==> src/sld_pkg.sv <==
package sld_pkg;
    // Shift register, latch and sink driver count
    localparam int unsigned SHIFT_WIDTH      = 8;
    // One-bit-wide buffer between pin sampling and shift register
    localparam int unsigned FIFO_WIDTH       = 1;
    localparam int unsigned FIFO_DEPTH       = 8;
    // Pin input vector positions
    localparam int unsigned PIN_COUNT        = 4;
    localparam int unsigned PIN_SHIFT_CLK    = 0;
    localparam int unsigned PIN_SERIAL_IN    = 1;
    localparam int unsigned PIN_LOAD_STROBE  = 2;
    localparam int unsigned PIN_OUT_ENABLE_N = 3;
    // Pull-up on output enable, pull-down on the others
    localparam logic [3:0]  PIN_RESET        = 4'h8;
    localparam logic [7:0]  SHIFT_RESET      = 8'h00;
    localparam logic [7:0]  LATCH_RESET      = 8'h00;
    localparam logic [7:0]  SINK_OFF         = 8'h00;
    // Timing
    localparam int unsigned CLK_PERIOD_NS    = 20;
    localparam int unsigned CASCADE_MAX_MHZ  = 10;
    localparam int unsigned CASCADE_MIN_NS   = 1000 / CASCADE_MAX_MHZ;
    localparam int unsigned CASCADE_MIN_CYC  =
        (CASCADE_MIN_NS + CLK_PERIOD_NS - 1) / CLK_PERIOD_NS;
endpackage

==> src/sld_stream_if.sv <==
`timescale 1ns/1ps
`default_nettype none
interface sld_stream_if #(
    parameter int unsigned WIDTH = 1
);
    logic             valid;
    logic             ready;
    logic [WIDTH-1:0] data;

    modport src (output valid, output data, input ready);
    modport snk (input valid, input data, output ready);
endinterface
`default_nettype wire

==> src/sld_fifo.sv <==
`timescale 1ns/1ps
`default_nettype none
module sld_fifo #(
    parameter int unsigned WIDTH = 1,
    parameter int unsigned DEPTH = 8
) (
    // Clock and reset
    input  wire logic clk,
    input  wire logic arst_n,
    // Fill side
    sld_stream_if.snk wr,
    // Drain side
    sld_stream_if.src rd
);
    import sld_pkg::*;

    localparam int unsigned PW = (DEPTH > 1) ? $clog2(DEPTH) : 1;
    localparam int unsigned CW = $clog2(DEPTH + 1);
    localparam logic [PW-1:0] LAST = PW'(DEPTH - 1);

    logic [WIDTH-1:0] mem      [DEPTH];
    logic [WIDTH-1:0] next_mem [DEPTH];
    logic [PW-1:0]    wr_ptr;
    logic [PW-1:0]    rd_ptr;
    logic [CW-1:0]    count;
    logic [PW-1:0]    next_wr_ptr;
    logic [PW-1:0]    next_rd_ptr;
    logic [CW-1:0]    next_count;
    logic             push;
    logic             pop;

    assign wr.ready = (count != CW'(DEPTH));
    assign rd.valid = (count != '0);
    assign rd.data  = mem[rd_ptr];
    assign push     = wr.valid && wr.ready;
    assign pop      = rd.valid && rd.ready;

    always_comb begin
        next_mem    = mem;
        next_wr_ptr = wr_ptr;
        next_rd_ptr = rd_ptr;
        next_count  = count;
        if (push) begin
            next_mem[wr_ptr] = wr.data;
            next_wr_ptr      = (wr_ptr == LAST) ? '0 : wr_ptr + 1'b1;
        end
        if (pop) begin
            next_rd_ptr = (rd_ptr == LAST) ? '0 : rd_ptr + 1'b1;
        end
        if (push && !pop) begin
            next_count = count + 1'b1;
        end else if (pop && !push) begin
            next_count = count - 1'b1;
        end
    end

    always_ff @(posedge clk or negedge arst_n) begin
        if (!arst_n) begin
            for (int i = 0; i < DEPTH; i++) begin
                mem[i] <= '0;
            end
            wr_ptr <= '0;
            rd_ptr <= '0;
            count  <= '0;
        end else begin
            mem    <= next_mem;
            wr_ptr <= next_wr_ptr;
            rd_ptr <= next_rd_ptr;
            count  <= next_count;
        end
    end

    fifo_full_a: assert property (@(posedge clk) disable iff (!arst_n)
        count == CW'(DEPTH) |-> !wr.ready)
        else $error("fifo accepts data while full");
    fifo_count_a: assert property (@(posedge clk) disable iff (!arst_n)
        push && !pop |=> count == $past(count) + 1'b1)
        else $error("fifo count did not grow on push");
    fifo_fill_c: cover property (@(posedge clk) disable iff (!arst_n)
        count == CW'(DEPTH));
endmodule
`default_nettype wire

==> src/sld_serial_sink_driver.sv <==
`timescale 1ns/1ps
`default_nettype none
// Functional notes
// - Each rising shift clock edge that finds room in the buffer moves the register one stage, serial input first.
// - While load strobe is high each latch takes its shift stage.
// - Latches stay transparent and follow the register while strobe stays high.
// - High strobe captures data; latches hold while strobe is low.
// - Blanking input high forces all eight sink outputs off.
// - Blanking never alters latch contents; it acts on drivers only.
// - Blanking low lets each sink output follow its own latch.
// - Eight sink outputs zero to seven, one per latch and stage.
// - Push-pull serial output presents shift data for the next device.
// - Blanking input pulled up, so unconnected means outputs off.
// - Strobe input pulled down, so unconnected means latches hold.
module sld_serial_sink_driver
    import sld_pkg::*;
#(
    parameter int unsigned WIDTH = sld_pkg::SHIFT_WIDTH,
    parameter int unsigned DEPTH = sld_pkg::FIFO_DEPTH
) (
    // Clock and reset
    input  wire logic             clk,
    input  wire logic             arst_n,
    // Serial link pins
    input  wire logic             shift_clk,
    input  wire logic             serial_in,
    input  wire logic             load_strobe,
    input  wire logic             out_enable_n,
    output var  logic             serial_out,
    // Sink drivers, one per latch
    output var  logic [WIDTH-1:0] sink_driver_lines,
    // Buffer control
    input  wire logic             shift_hold,
    output var  logic             capture_ready
);
    import sld_pkg::*;

    // Pin synchronisers and agreement filter
    logic [PIN_COUNT-1:0] sync1;
    logic [PIN_COUNT-1:0] sync2;
    logic [PIN_COUNT-1:0] sync3;
    logic [PIN_COUNT-1:0] lvl;
    logic [PIN_COUNT-1:0] pins;
    logic [PIN_COUNT-1:0] next_lvl;

    assign pins = {out_enable_n, load_strobe, serial_in, shift_clk};

    // A change is taken only once the second and third stages agree
    always_comb begin
        next_lvl = (sync2 & sync3) | (lvl & (sync2 | sync3));
    end

    // Reset values model the pin pulls until the first real samples arrive
    always_ff @(posedge clk or negedge arst_n) begin
        if (!arst_n) begin
            sync1 <= PIN_RESET;
            sync2 <= PIN_RESET;
            sync3 <= PIN_RESET;
            lvl   <= PIN_RESET;
        end else begin
            sync1 <= pins;
            sync2 <= sync1;
            sync3 <= sync2;
            lvl   <= next_lvl;
        end
    end

    logic shift_edge;
    logic strobe_hi;
    logic blanked;

    // Data and clock share the same delay, so data is sampled at the edge
    assign shift_edge = next_lvl[PIN_SHIFT_CLK] && !lvl[PIN_SHIFT_CLK];
    assign strobe_hi  = lvl[PIN_LOAD_STROBE];
    assign blanked    = lvl[PIN_OUT_ENABLE_N];

    // Captured bits wait here while the consumer stalls; edges arriving once it is full are dropped
    sld_stream_if #(.WIDTH(FIFO_WIDTH)) cap_bus ();
    sld_stream_if #(.WIDTH(FIFO_WIDTH)) shf_bus ();

    assign cap_bus.valid = shift_edge;
    assign cap_bus.data  = next_lvl[PIN_SERIAL_IN];
    assign capture_ready = cap_bus.ready;
    assign shf_bus.ready = !shift_hold;

    sld_fifo #(
        .WIDTH(FIFO_WIDTH),
        .DEPTH(DEPTH)
    ) u_fifo (
        .clk   (clk),
        .arst_n(arst_n),
        .wr    (cap_bus),
        .rd    (shf_bus)
    );

    logic             shift_pop;
    logic [WIDTH-1:0] shift_reg;
    logic [WIDTH-1:0] latch;
    logic [WIDTH-1:0] next_shift_reg;
    logic [WIDTH-1:0] next_latch;
    logic [WIDTH-1:0] next_sink;
    logic             next_serial_out;

    assign shift_pop = shf_bus.valid && shf_bus.ready;

    always_comb begin
        next_shift_reg  = shift_reg;
        next_latch      = latch;
        next_serial_out = serial_out;
        if (shift_pop) begin
            next_shift_reg  = {shift_reg[WIDTH-2:0], shf_bus.data};
            next_serial_out = shift_reg[WIDTH-2];
        end
        // Transparent while high, one cycle behind the register
        if (strobe_hi) begin
            next_latch = shift_reg;
        end
    end

    // One gate per driver line; blanking never reaches the latches
    for (genvar g = 0; g < WIDTH; g++) begin : g_sink
        assign next_sink[g] = latch[g] && !blanked;
    end

    // Cycles since the last shift edge, for the link rate watch
    // Saturates, so a long idle gap never wraps into a false short one
    logic [3:0] edge_gap;
    logic [3:0] next_edge_gap;

    always_comb begin
        next_edge_gap = edge_gap;
        if (shift_edge) begin
            next_edge_gap = 4'h0;
        end else if (edge_gap != 4'hf) begin
            next_edge_gap = edge_gap + 4'h1;
        end
    end

    always_ff @(posedge clk or negedge arst_n) begin
        if (!arst_n) begin
            edge_gap <= 4'hf;
        end else begin
            edge_gap <= next_edge_gap;
        end
    end

    always_ff @(posedge clk or negedge arst_n) begin
        if (!arst_n) begin
            shift_reg         <= SHIFT_RESET;
            latch             <= LATCH_RESET;
            serial_out        <= 1'b0;
            sink_driver_lines <= SINK_OFF;
        end else begin
            shift_reg         <= next_shift_reg;
            latch             <= next_latch;
            serial_out        <= next_serial_out;
            sink_driver_lines <= next_sink;
        end
    end

    shift_step_a: assert property (@(posedge clk) disable iff (!arst_n)
        shift_pop |=> shift_reg == {$past(shift_reg[WIDTH-2:0]), $past(shf_bus.data)})
        else $error("shift register did not advance by one stage");
    latch_follow_a: assert property (@(posedge clk) disable iff (!arst_n)
        strobe_hi ##1 strobe_hi |=> latch == $past(shift_reg))
        else $error("latch not transparent while strobe high");
    latch_hold_a: assert property (@(posedge clk) disable iff (!arst_n)
        !strobe_hi |=> $stable(latch))
        else $error("latch changed while strobe low");
    blank_off_a: assert property (@(posedge clk) disable iff (!arst_n)
        blanked |=> sink_driver_lines == SINK_OFF)
        else $error("sink outputs on while blanked");
    blank_keeps_a: assert property (@(posedge clk) disable iff (!arst_n)
        !strobe_hi && $changed(blanked) |=> latch == $past(latch))
        else $error("blanking disturbed the latches");
    drive_map_a: assert property (@(posedge clk) disable iff (!arst_n)
        !blanked |=> sink_driver_lines == $past(latch))
        else $error("sink outputs do not follow latches");
    serial_last_a: assert property (@(posedge clk) disable iff (!arst_n)
        shift_pop |=> serial_out == shift_reg[WIDTH-1])
        else $error("serial output is not the last stage");
    edge_gap_a: assert property (@(posedge clk) disable iff (!arst_n)
        shift_edge |=> !shift_edge [*4])
        else $error("shift clock edges closer than cascade limit");
    load_path_a: assert property (@(posedge clk) disable iff (!arst_n)
        strobe_hi && !blanked ##1 !blanked |=> sink_driver_lines == $past(shift_reg, 2))
        else $error("strobe did not carry register to outputs");

    // Register and serial output stand between shifts
    shift_stand_a: assert property (@(posedge clk) disable iff (!arst_n)
        !shift_pop |=> $stable(shift_reg))
        else $error("shift register moved without a shift");
    serial_stand_a: assert property (@(posedge clk) disable iff (!arst_n)
        !shift_pop |=> $stable(serial_out))
        else $error("serial output moved without a shift");
    serial_stage_a: assert property (@(posedge clk) disable iff (!arst_n)
        shift_pop |=> serial_out == $past(shift_reg[WIDTH-2]))
        else $error("serial output is not the shifted stage");
    strobe_take_a: assert property (@(posedge clk) disable iff (!arst_n)
        strobe_hi |=> latch == $past(shift_reg))
        else $error("latch did not take the register while strobe high");
    blank_latch_a: assert property (@(posedge clk) disable iff (!arst_n)
        blanked && !strobe_hi |=> $stable(latch))
        else $error("latch changed while blanked and strobe low");
    unblank_map_a: assert property (@(posedge clk) disable iff (!arst_n)
        $fell(blanked) |=> sink_driver_lines == $past(latch))
        else $error("sinks wrong after blanking released");

    // Edge spacing is judged on the filtered clock, not on the pin
    edge_rate_a: assert property (@(posedge clk) disable iff (!arst_n)
        shift_edge |-> edge_gap >= 4'(CASCADE_MIN_CYC - 1))
        else $error("shift clock edges faster than cascade rate");

    shift_edge_c: cover property (@(posedge clk) disable iff (!arst_n) shift_edge);
    strobe_rise_c: cover property (@(posedge clk) disable iff (!arst_n) $rose(strobe_hi));
    lit_c: cover property (@(posedge clk) disable iff (!arst_n)
        !blanked && sink_driver_lines != SINK_OFF);
    stall_c: cover property (@(posedge clk) disable iff (!arst_n)
        shift_edge && !capture_ready);
endmodule
`default_nettype wire

==> config.mk <==
export PLATFORM = sky130hd
export DESIGN_NAME = sld_serial_sink_driver
export DESIGN_NICKNAME = d
export VERILOG_FILES = /design/src/sld_pkg.sv /design/src/sld_stream_if.sv /design/src/sld_fifo.sv /design/src/sld_serial_sink_driver.sv
export SDC_FILE = /design/constraint.sdc
export NUM_CORES = 1
export LEC_CHECK = 0
export BUFFER_PORTS_ARGS = -buffer_cell sky130_fd_sc_hd__buf_2
export CAP_MARGIN = 20
export CORE_AREA = 2 2 76 78
export DETAILED_ROUTE_END_ITERATION = 8
export DIE_AREA = 0 0 78 80
export HOLD_SLACK_MARGIN = 0.08
export PLACE_DENSITY = 0.62
export RECOVER_POWER = 100
export SETUP_SLACK_MARGIN = 0.3
export SYNTH_ARGS = -nofsm -noshare
export SYNTH_HDL_FRONTEND = slang
export SYNTH_HIERARCHICAL = 1
export SYNTH_SLANG_ARGS = --single-unit
==> constraint.sdc <==
create_clock -name clk -period 6.85 [get_ports clk]
set_input_delay 0.685 -clock clk [delete_from_list [all_inputs] [get_ports clk]]
set_output_delay 0.685 -clock clk [all_outputs]
set_load 0.005 [all_outputs]
After elaboration in Yosys (flattened, before gate mapping)
Index checks and enable logic that the tools add are counted.
{"block": "classes", "n_addsub": 4, "order_cmp": 3, "n_eq_ne": 3, "n_mux": 10, "n_bitwise": 6, "n_reduce_logical": 21}
{"op": "logical AND 1 bit", "n": 14}
{"op": "bitwise AND 4 bit", "n": 2}
{"op": "bitwise mux 8 bit", "n": 1}
{"op": "greater-or-equal comparator 4 bit (second input constant)", "n": 2}
{"op": "2-to-1 mux 4 bit", "n": 2}
{"op": "NOT 3 -> 4 bit", "n": 2}
{"op": "OR 4 bit", "n": 2}
{"op": "adder 3 x 1 -> 3 bit (second input constant)", "n": 2}
{"op": "equality test 3 bit (second input constant)", "n": 2}
{"op": "2-to-1 mux 3 bit", "n": 2}
{"op": "zero test 1 bit", "n": 5}
{"op": "adder 4 x 1 -> 4 bit (second input constant)", "n": 1}
{"op": "less-than comparator 4 x 1 -> 1 bit (second input constant)", "n": 1}
{"op": "inequality test 4 bit (second input constant)", "n": 1}
{"op": "nonzero test 4 bit", "n": 1}
{"op": "subtractor 4 x 1 -> 4 bit (second input constant)", "n": 1}
{"op": "binary-select mux 1 bit (select 3 bit)", "n": 1}
{"op": "demux 1 bit (select 3 bit)", "n": 1}
{"op": "2-to-1 mux 1 bit", "n": 3}
{"op": "nonzero test 2 bit", "n": 1}
{"block": "word_totals", "reg_bits": 59, "in_bits": 7, "out_inout_bits": 10, "wordCells": 66}

Depth between registers and ports, before layout
Gate-level depths: netlist of run 1.
{"block": "logic_depth", "depth_word": 9, "ltp_mapped": 10, "mapped_depth_nobuf": 10}

Hierarchy
Netlist of run 1, hierarchy kept.
{"module": "sld_serial_sink_driver", "n_inst": 1, "cells_per_inst": 74, "area_each_um2": 1340.0, "seq_area_each_um2": 1006.0}
{"module": "sld_fifo", "n_inst": 1, "cells_per_inst": 86, "area_each_um2": 1056.0, "seq_area_each_um2": 450.4}

Least setup slack after synthesis of run 1
No wires, ideal clock.
{"block": "synth_timing", "path_kind": "reg-to-reg", "start": "register u_fifo.count[0]", "end": "register u_fifo.count[3]", "setup_time_ps": 131, "arrival_time_ps": 2540, "required_ps": 6719, "slack_ps": 4179, "path_stages_with_launch": 11, "n_path_buf": 0, "synth_period_minus_slack_ps": 2671, "path_cell_list": "dfrtp_1 -> nor4b_4 -> inv_1 -> nand2_1 -> inv_1 -> ha_1 -> inv_1 -> ha_1 -> or4_1 -> o211ai_1 -> o211ai_1"}
{"block": "synth_via", "elab_chain_len": 5, "elab_cells_between_ends": 13, "classes_between": "2 x add/sub; 1 x eq/ne; 2 x mux; 8 x reduce/logical"}
{"element": "from (decl)", "line_no": "sld_fifo.sv:25", "rtl": "logic [CW-1:0] count;"}
{"element": "from (signal assigned)", "line_no": "sld_fifo.sv:69", "rtl": "count <= next_count;"}
{"element": "inequality test 4 bit (*)", "line_no": "sld_fifo.sv:32", "rtl": "assign wr.ready = (count != CW'(DEPTH));"}
{"element": "named net capture_ready", "line_no": "sld_serial_sink_driver.sv:34", "rtl": "output var logic capture_ready"}
{"element": "logical AND 1 bit (*)", "line_no": "sld_fifo.sv:35", "rtl": "assign push = wr.valid && wr.ready;"}
{"element": "named net u_fifo.push", "line_no": "sld_fifo.sv:29", "rtl": "logic push;"}
{"element": "zero test 1 bit", "line_no": "sld_fifo.sv:52", "rtl": "end else if (pop && !push) begin"}
{"element": "logical AND 1 bit", "line_no": "sld_fifo.sv:52"}
{"element": "nonzero test 2 bit (no line)"}
The timed path passes the listed nets; every way through them passes the cells marked *. The select of a mux whose other input is x is not followed.
A chain may end at the register's enable or synchronous reset.

Worst setup path after layout of run 1
{"block": "layout_timing", "start": "register u_fifo.count[0]", "end": "register u_fifo.count[3]"}
{"block": "layout_via", "elab_chain_len": 5, "elab_cells_between_ends": 13, "classes_between": "2 x add/sub; 1 x eq/ne; 2 x mux; 8 x reduce/logical"}
{"element": "inequality test 4 bit (*)", "line_no": "sld_fifo.sv:32"}
{"element": "logical AND 1 bit (*)", "line_no": "sld_fifo.sv:35"}
{"element": "named net u_fifo.push", "line_no": "sld_fifo.sv:29"}
{"element": "zero test 1 bit", "line_no": "sld_fifo.sv:52"}
{"element": "logical AND 1 bit", "line_no": "sld_fifo.sv:52"}
{"element": "nonzero test 2 bit (no line)"}
Marked as above.

==> flow_summary.toml, run 1 <==
[status]
status = "finished with violations"
failed_checks = "capacitance limit, slew limit"

[global_routing]
gr-usage-all-layers_pct = 15.1
antenna_found_initial = 0
grt_pass1_wl_mm = 6.87
overflow = 0
grt_pass1_vias = 1450
grt_max_degree = 59

[yosys]
syn-cell-area_sq_mm = 0.00240
yosysUniqueCellTypes = 35
synth-main-ff-cell = "dfrtp_1"
postSynthAreaPerCell_sq_um = 15.0
ys_warn_count = 6
synthCells = 160
synth_seq_cells = 58
synthesis.nets = 175
yosysSeqAreaShare_pct = 60.8
async_flop_share_pct = 100
yosys.area.top_type = "dfrtp_1"
synth_top_area_share_pct = 56.4
synth_edf_count = 0
synthTopCellsByArea = "dfrtp_1 (56%), mux2_2 (9.9%), mux2_4 (5.0%), dfstp_2 (4.4%), ha_1 (3.7%)"

[detailed_routing]
via_count = 1339
vias_per_cell = 5.11
dr.pass1.iters = 4
ant_nets = 0
wirelength_mm = 3.85
initialDrtViolationCount = 46
post_drt_wl_per_cell_um = 14.7
drc = 0

[sta]
finalCriticalPeriod_ns = 3.61
setup_viol = 0
fin_crit_sh_pct = 52.7
fin_setup_tns_ns = 0
fin_skew_ns = 0.00583
rsz0062_at_grt = "false"
worst_pin_slew_ns = 2.92
finalHoldViolCount = 0
fmax_mhz = 277
final_max_slew_viol_count = 59
slew_headroom_pct = -94.8

[critical_path]
cp_top_family = "simple AND/OR/NAND/NOR gates"
crit_buf_inv = 3
max_stage_delay_ns = 1.08
startpoint_type = "flip-flop"
crit_top_cell = "inv_1"
critPathKind = "reg2reg"
crit_slowest_cell = "nor4b_1"
cp-end-kind = "flip-flop"
critPathRequiredTime_ns = 7.06
crit_chain = "nor4b_1 -> inv_1 -> nand2_1 -> inv_1 -> ha_1 -> inv_1 -> ha_1 -> or4_1 -> o211ai_1 -> o211ai_1"
cp_max_fo = 9
arrival_ns = 3.82

[pwr]
ir_worst_vdd_uv = 187
cellPowerDensity_mw_per_mm2 = 427
p_leak_nw = 1.23

[die]
die_h_um = 80
core-area_sq_mm = 0.00541
dieArea_sq_mm = 0.00624
start_util_pct = 44.3
fp.dieW_um = 78
io_pins = 17
rows = 27

[placement]
port_buffers = 16
post_dp_cell_area_sq_mm = 0.00255
dpl.hpwl_mm = 2.73
place.gp.congestion = 0.752

[cells_and_area]
final_cell_area_sq_mm = 0.00271
insertedDiodeCount = 0
multi_input_area_sq_um = 852
drive_gt1_share_pct = 31.1
fin_nets = 200
area_delta_synth_final_pct = 13.2
nFillCells = 480
top_regs = "latch: 8 flops, sink_driver_lines: 8 flops, u_fifo/mem: 8 flops"
seq_area_sq_mm = 0.00146

[clock_network]
htreeDepth = 3
cts_hold_buffers = 0
post-cts-setup-buffer-count = 0
cts_sinks = 58
post_cts_resized = 0
insertion_delay_ns = 0.34
clk_pin_slew_ns = 0.06
numCtsBuffers = 9
clockBufferDepth = 2
cts_tree = "yes"
root_buffer = "clkbuf_8"

[flow_run]
maxCapViolations = 1

[min_path]
hold_class = "reg2reg"
placed cells by master, fill, tap and decap left out, types with 2 or more instances in the layout:
master      n
dfrtp_1    54
mux2_2     27
buf_2      13
nor2b_1    10
clkbuf_8   10
ha_1        7
nand2_1     6
clkbuf_1    5
maj3_1      4
inv_1       4
nor3_1      4
mux2_1      3
nand3_1     3
nor2_1      2
clkinv_2    2
bufinv_16   2
dfstp_1     2
dfstp_2     2
nor4b_1     2
or4_1       2
mux4_2      2
nand2b_1    2
o21ai_0     2
xnor2_1     2
nor4_1      2
nand3b_1    2
nor3b_1     2
a21oi_1     2
o211ai_1    2
Yosys cell counts (all sizes together) (2+ instances only):
cell type	instances
a21oi	2
buf	2
dfrtp	54
dfstp	4
ha	7
inv	4
maj3	4
mux2	30
mux4	2
nand2	6
nand2b	2
nand3	3
nand3b	2
nor2	2
nor2b	10
nor3	4
nor3b	2
nor4	2
nor4b	2
o211ai	2
o21ai	2
or4	2
xnor2	2
routing by layer:
| metal | GRT usage (%) | wire length (um) | up-vias |
|---|---|---|---|
| met1 | 17.6 | 1590 | 688 |
| met5 | 0 | 0 | - |
| met2 | 23.4 | 1960 | 24 |
| li1 | - | - | 621 |
| met3 | 7.69 | 205 | 6 |
| met4 | 6.84 | 88 | 0 |
where the power goes:
part	switching (mW)	total, mW	internal [mW]
sequential	0.0927	0.542	0.449
clock	0.127	0.340	0.213
combinational	0.111	0.275	0.165
worst register-to-register path: stages, from the launching register on:
cell and delay, ns:
dfrtp_1 0.48, nor4b_1 1.08, inv_1 0.14, nand2_1 0.20, inv_1 0.06, ha_1 0.26
inv_1 0.17, ha_1 0.31, or4_1 0.55, o211ai_1 0.13, o211ai_1 0.11
final cells by class:
type                    count  area share (%)
clock buffers              11            5.21
clock inverters             5            2.86
inverters                   4           0.554
multi-input cells          95            31.4
flip-flops and latches     58            53.7
well taps                  72            3.32
repair buffers             17            2.95
kinds of logic after synthesis:
family / share of synthesized area [%]
buf+inv: 1.46
compound gates: 2.92
mux: 17.7
flops: 60.8
simple gates: 10.3
fa+ha+maj: 6.16
xor+xnor: 0.731
stage by stage:
step	worst slack, ns	hold WS, ns	util (%)	total power, mW	cells
floorplan	4.18	0.331	-	0.766	160
global placement	4.10	0.334	47.2	0.821	246
detailed placement	3.90	0.353	47.2	0.857	246
CTS	3.88	0.363	51.3	1.21	262
global route	2.97	0.371	50.2	1.24	262
finish	3.24	0.362	50.2	1.16	262
worst paths after layout:
kind                                  from              endpoint  slack [ns]  cells after the start
min                               sync1[1]              sync2[1]        0.36                      0
max                        u_fifo/count[0]       u_fifo/count[3]        3.24                     10
min reg2reg                       sync1[1]              sync2[1]        0.36                      0
max reg2reg                u_fifo/count[0]       u_fifo/count[3]        3.24                     10
min in group asynchronous           arst_n  sink_driver_lines[1]        1.40                      2
max in group asynchronous           arst_n              sync1[2]        3.81                      2
No activity file was read; power rests on OpenSTA's default activity.
==> run 2: changes to the inputs <==
PLACE_DENSITY = 0.64   (was 0.62)
clock period = 3.3 ns   (was 6.85 ns; I/O delays follow)
==> run 2 against run 1 <==
Compared with the run above:
- the run still ends with capacitance limit, slew limit left
- sequential share of layout area down 0.25 points
- setup slack worse by 2.8 ns
- critical endpoint unchanged
- critical path depth down 2
- highest routed layer unchanged
- hold slack worse by 0.25 ns
- cell area up 0.55%
- die area unchanged
- combinational power up 120%
- register-to-register slack worse by 2.8 ns
- cell count up 1.5%
==> flow_summary.toml, run 2 (synthesized netlist as in run 1, its figures left out) <==
[status]
status = "finished with violations"
failed_checks = "capacitance limit, slew limit"

[sta]
final_max_slew_viol_count = 36
fin_skew_ns = 0.00895
finalHoldViolCount = 0
fin_setup_tns_ns = 0
finalCriticalPeriod_ns = 2.90
worst_pin_slew_ns = 1.82
fmax_mhz = 345
setup_viol = 0
rsz0062_at_grt = "false"
fin_crit_sh_pct = 87.9
fin_hold_ws_ns = 0.107
slew_headroom_pct = -21.4

[pwr]
p_leak_nw = 1.23
p_int_mw = 1.65
combPwrFrac_pct = 25.4
power.total_mw = 2.34
clkPwrFrac_pct = 26.1
power.share.switching_pct = 29.5
ir_worst_vdd_uv = 383
p_sw_uw = 690
cellPowerDensity_mw_per_mm2 = 857
seqPwrFrac_pct = 48.6

[clock_network]
root_buffer = "clkbuf_8"
clk_pin_slew_ns = 0.06
numCtsBuffers = 9
clockBufferDepth = 2
cts_tree = "yes"
htreeDepth = 3
insertion_delay_ns = 0.32
cts_sinks = 58

[cells_and_area]
top_regs = "latch: 8 flops, sink_driver_lines: 8 flops, u_fifo/mem: 8 flops"
area_delta_synth_final_pct = 13.8
seq_area_sq_mm = 0.00146
final_cell_mix = "dfrtp_1 (53), mux2_2 (29), clkbuf_8 (13), buf_2 (11), nor2b_1 (10)"
multi_input_area_sq_um = 867
final_common_cell = "dfrtp_1"
drive_gt1_share_pct = 32.5
insertedDiodeCount = 0
fin_nets = 204
instances_no_fill = 266
nFillCells = 496

[global_routing]
grt_max_degree = 36
grt_pass1_wl_mm = 6.99
gr-usage-all-layers_pct = 14.8
overflow = 0
antenna_found_initial = 0
grt_pass1_vias = 1459

[detailed_routing]
wl_met2_mm = 1.91
drc = 0
wirelength_mm = 3.88
ant_nets = 0
topRoutingLayerUsed = "met4"
post_drt_wl_per_cell_um = 14.6
met3_length_um = 119
via_count = 1352
routedLengthMet1_mm = 1.74
initialDrtViolationCount = 60
dr.pass1.iters = 4
vias_per_cell = 5.08

[placement]
dp_cells = 247
dpl.hpwl_mm = 2.75
place.gp.congestion = 0.741
port_buffers = 16

[critical_path]
critPathRequiredTime_ns = 3.50
crit_chain = "o41ai_1 -> clkbuf_1 -> ha_1 -> inv_1 -> ha_1 -> or4_1 -> o211ai_1 -> o211ai_1"
crit_slowest_cell = "or4_1"
cp_max_fo = 6
critPathKind = "reg2reg"
crit_buf_inv = 2
arrival_ns = 3.10
max_stage_delay_ns = 0.55
cp-end-kind = "flip-flop"
cp_top_family = "adder cells"
startpoint_type = "flip-flop"

[die]
core-area_sq_mm = 0.00541
dieArea_sq_mm = 0.00624
fp.dieW_um = 78
rows = 27
start_util_pct = 44.3
io_pins = 17
die_h_um = 80

[min_path]
hold_class = "in2reg"

[flow_run]
maxCapViolations = 1
==> run 2: cell types whose count changed in the layout (fill, tap and decap cells not counted) <==
cell | before | now
mux2_2 | 27 | 29
clkinv_2 | 2 | 0
buf_4 | 0 | 3
clkbuf_8 | 10 | 13
dfrtp_1 | 54 | 53
clkbuf_1 | 5 | 9
buf_2 | 13 | 11
nor4b_4 | 0 | 1
nor4b_1 | 2 | 1
bufinv_16 | 2 | 0
mux2_1 | 3 | 1
dfrtp_2 | 0 | 1
==> run 2: worst paths after layout <==
check	start	to	slack, ns	cells past startpoint
max	u_fifo/count[2]	u_fifo/count[3]	0.40	8
max in group asynchronous	arst_n	latch[6]	0.91	2
max reg2reg	u_fifo/count[2]	u_fifo/count[3]	0.40	8
min	out_enable_n	sync1[3]	0.11	1
min in group asynchronous	arst_n	lvl[1]	0.50	1
min reg2reg	sync1[1]	sync2[1]	0.35	0
==> run 2: repair_timing <==
item,in CTS,in global routing
resized for setup,0,2
buffers inserted,0,3
hold buffers,0,0
endpoints found under the setup margin,0,1
==> run 2: per-layer routing <==
metal	track usage, %	vias to the layer above
met5	0	-
met4	8.95	0
met3	3.85	11
met2	22.3	21
met1	19.4	691
li1	-	629
==> run 2: metrics by stage <==
| stage | util [%] | setup slack, ns | instance area, sq um |
|---|---|---|---|
| after global routing | 50.5 | 0.176 | 2730 |
| after floorplan | - | 0.629 | 2400 |
| after CTS | 51.0 | 0.326 | 2760 |
| after global placement | 47.4 | 0.556 | 2560 |
| final | 50.5 | 0.400 | 2730 |
| after detailed placement | 47.4 | 0.325 | 2560 |
==> run 2: power by group through the flow <==
| stage | Sequential (mW) | Clock (mW) | Combinational [mW] |
|---|---|---|---|
| after floorplan | 1.09 | 0 | 0.495 |
| after global placement | 1.13 | 0 | 0.582 |
| after detailed placement | 1.16 | 0 | 0.628 |
| after CTS | 1.14 | 0.631 | 0.631 |
| after global routing | 1.18 | 0.666 | 0.673 |
| final | 1.14 | 0.610 | 0.593 |
==> run 2: area by class of cell <==
type,count,area share (%)
flip-flops and latches,58,53.4
repair buffers,21,3.81
clock inverters,1,0.275
multi-input cells,95,31.8
well taps,72,3.30
clock buffers,15,6.83
inverters,4,0.550
==> run 3: changes to the inputs <==
CAP_MARGIN = unset   (was 20)
CORE_AREA = 2 2 71 73   (was 2 2 76 78)
DIE_AREA = 0 0 73 75   (was 0 0 78 80)
PLACE_DENSITY = 0.72   (was 0.64)
==> run 3 against run 2 <==
Compared with the run above:
- the run still ends with capacitance limit, slew limit left
- cell area up 0.23%
- die area down 12%
- hold slack worse by 0.0071 ns
- cell count down 7.1%
==> flow_summary.toml, run 3 (synthesized netlist as in run 1, its figures left out) <==
[die]
io_pins = 17
dieArea_sq_mm = 0.00548
start_util_pct = 51.4
rows = 25
die_h_um = 75
core-area_sq_mm = 0.00466
fp.dieW_um = 73

[placement]
place.gp.congestion = 1.00
post_dp_cell_area_sq_mm = 0.00253
dpl.hpwl_mm = 2.62
place_ws_ns = 0.402
port_buffers = 16

[cells_and_area]
fin_nets = 203
final_core_util_pct = 58.7
insertedDiodeCount = 0
top_regs = "latch: 8 flops, sink_driver_lines: 8 flops, u_fifo/mem: 8 flops"
final_cell_area_sq_mm = 0.00273
final_common_cell = "dfrtp_1"
final_cell_mix = "dfrtp_1 (54), mux2_2 (26), nor2b_1 (10), clkbuf_8 (10), buf_2 (10)"
area_delta_synth_final_pct = 14.1
drive_gt1_share_pct = 30.1

[clock_network]
clockBufferDepth = 2
root_buffer = "clkbuf_8"
clk_pin_slew_ns = 0.06
numCtsBuffers = 9
cts_sinks = 58
insertion_delay_ns = 0.33
cts_tree = "yes"
htreeDepth = 3

[critical_path]
critPathKind = "reg2reg"
arrival_ns = 3.09
startpoint_type = "flip-flop"
cp_max_fo = 7
cp-end-kind = "flip-flop"
critPathRequiredTime_ns = 3.51

[flow_run]
maxCapViolations = 1

[pwr]
p_leak_nw = 1.24
power.total_mw = 2.43
p_int_mw = 1.72
cellPowerDensity_mw_per_mm2 = 889
power.share.switching_pct = 29.1
combPwrFrac_pct = 24.0
ir_worst_vdd_uv = 445
seqPwrFrac_pct = 46.9
p_sw_uw = 708
clkPwrFrac_pct = 29.1

[sta]
slew_headroom_pct = -1.31
fin_crit_sh_pct = 87.4
setup_viol = 0
worst_pin_slew_ns = 1.52
fin_skew_ns = 0.00600
fmax_mhz = 347
final_max_slew_viol_count = 30
finalHoldViolCount = 0
setup_ws_ns = 0.415
fin_setup_tns_ns = 0
rsz0062_at_grt = "false"
finalCriticalPeriod_ns = 2.88

[status]
status = "finished with violations"
failed_checks = "capacitance limit, slew limit"

[global_routing]
antenna_found_initial = 0
overflow = 0
grt_max_degree = 31
gr-usage-all-layers_pct = 16.7
grt_pass1_vias = 1339
grt_pass1_wl_mm = 6.52

[detailed_routing]
wirelength_mm = 3.98
initialDrtViolationCount = 67
ant_nets = 0
via_count = 1347
vias_per_cell = 5.45
drc = 0
post_drt_wl_per_cell_um = 16.1
dr.pass1.iters = 4

[min_path]
hold_class = "in2reg"
run 3: what timing repair did:
action                                  CTS  global route
hold buffers                              2             0
hold endpoints to repair                 29             0
resized for setup                         0             1
setup buffers                             0             1
endpoints found under the setup margin    0             1
run 3: path summary, 6_finish.rpt:
check,startpoint,endpoint,slack [ns],cells past startpoint
min,load_strobe,sync1[2],0.10,1
max reg2reg,u_fifo/count[0],u_fifo/count[3],0.42,10
max,u_fifo/count[0],u_fifo/count[3],0.42,10
min in group asynchronous,arst_n,sync2[1],0.90,2
max in group asynchronous,arst_n,sync3[2],0.96,3
min reg2reg,sync1[2],sync2[2],0.35,0
run 3: through the flow:
step / std cells / hold slack (ns)
floorplan: 160 / 0.0344
global placement: 228 / 0.335
detailed placement: 228 / 0.336
CTS: 246 / 0.0839
global route: 247 / 0.0923
finish: 247 / 0.100
run 3: metal layers:
| layer | vias to the layer above | wire [um] | GRT usage, % |
|---|---|---|---|
| li1 | 627 | - | - |
| met1 | 682 | 1810 | 20.8 |
| met2 | 26 | 1930 | 25.0 |
| met3 | 12 | 126 | 4.95 |
| met4 | 0 | 112 | 11.7 |
| met5 | - | 0 | 0 |
run 3: layout make-up:
cell class                 count  area (sq um)
timing repair buffer          20           101
clock inverter                 5          77.6
fill                         376          1930
clock buffer                  11           141
sequential                    58          1460
tap                           54          67.6
inverter                       4          15.0
multi-input combinational     95           875
run 3: critical path: stages (launching register included):
cell      delay [ns]
dfrtp_1         0.50
nor4b_1         0.45
inv_1           0.10
nand2_1         0.17
inv_1           0.06
ha_1            0.26
inv_1           0.17
ha_1            0.31
or4_1           0.52
o211ai_1        0.13
o211ai_1        0.10
run 3: power by group through the flow:
stage | Combinational [mW] | Sequential (mW) | Clock [mW]
5_1_grt | 0.654 | 1.18 | 0.753
6_report | 0.583 | 1.14 | 0.708
3_3_place_gp | 0.578 | 1.13 | 0
3_5_place_dp | 0.617 | 1.15 | 0
2_1_floorplan | 0.495 | 1.09 | 0
4_1_cts | 0.626 | 1.14 | 0.728
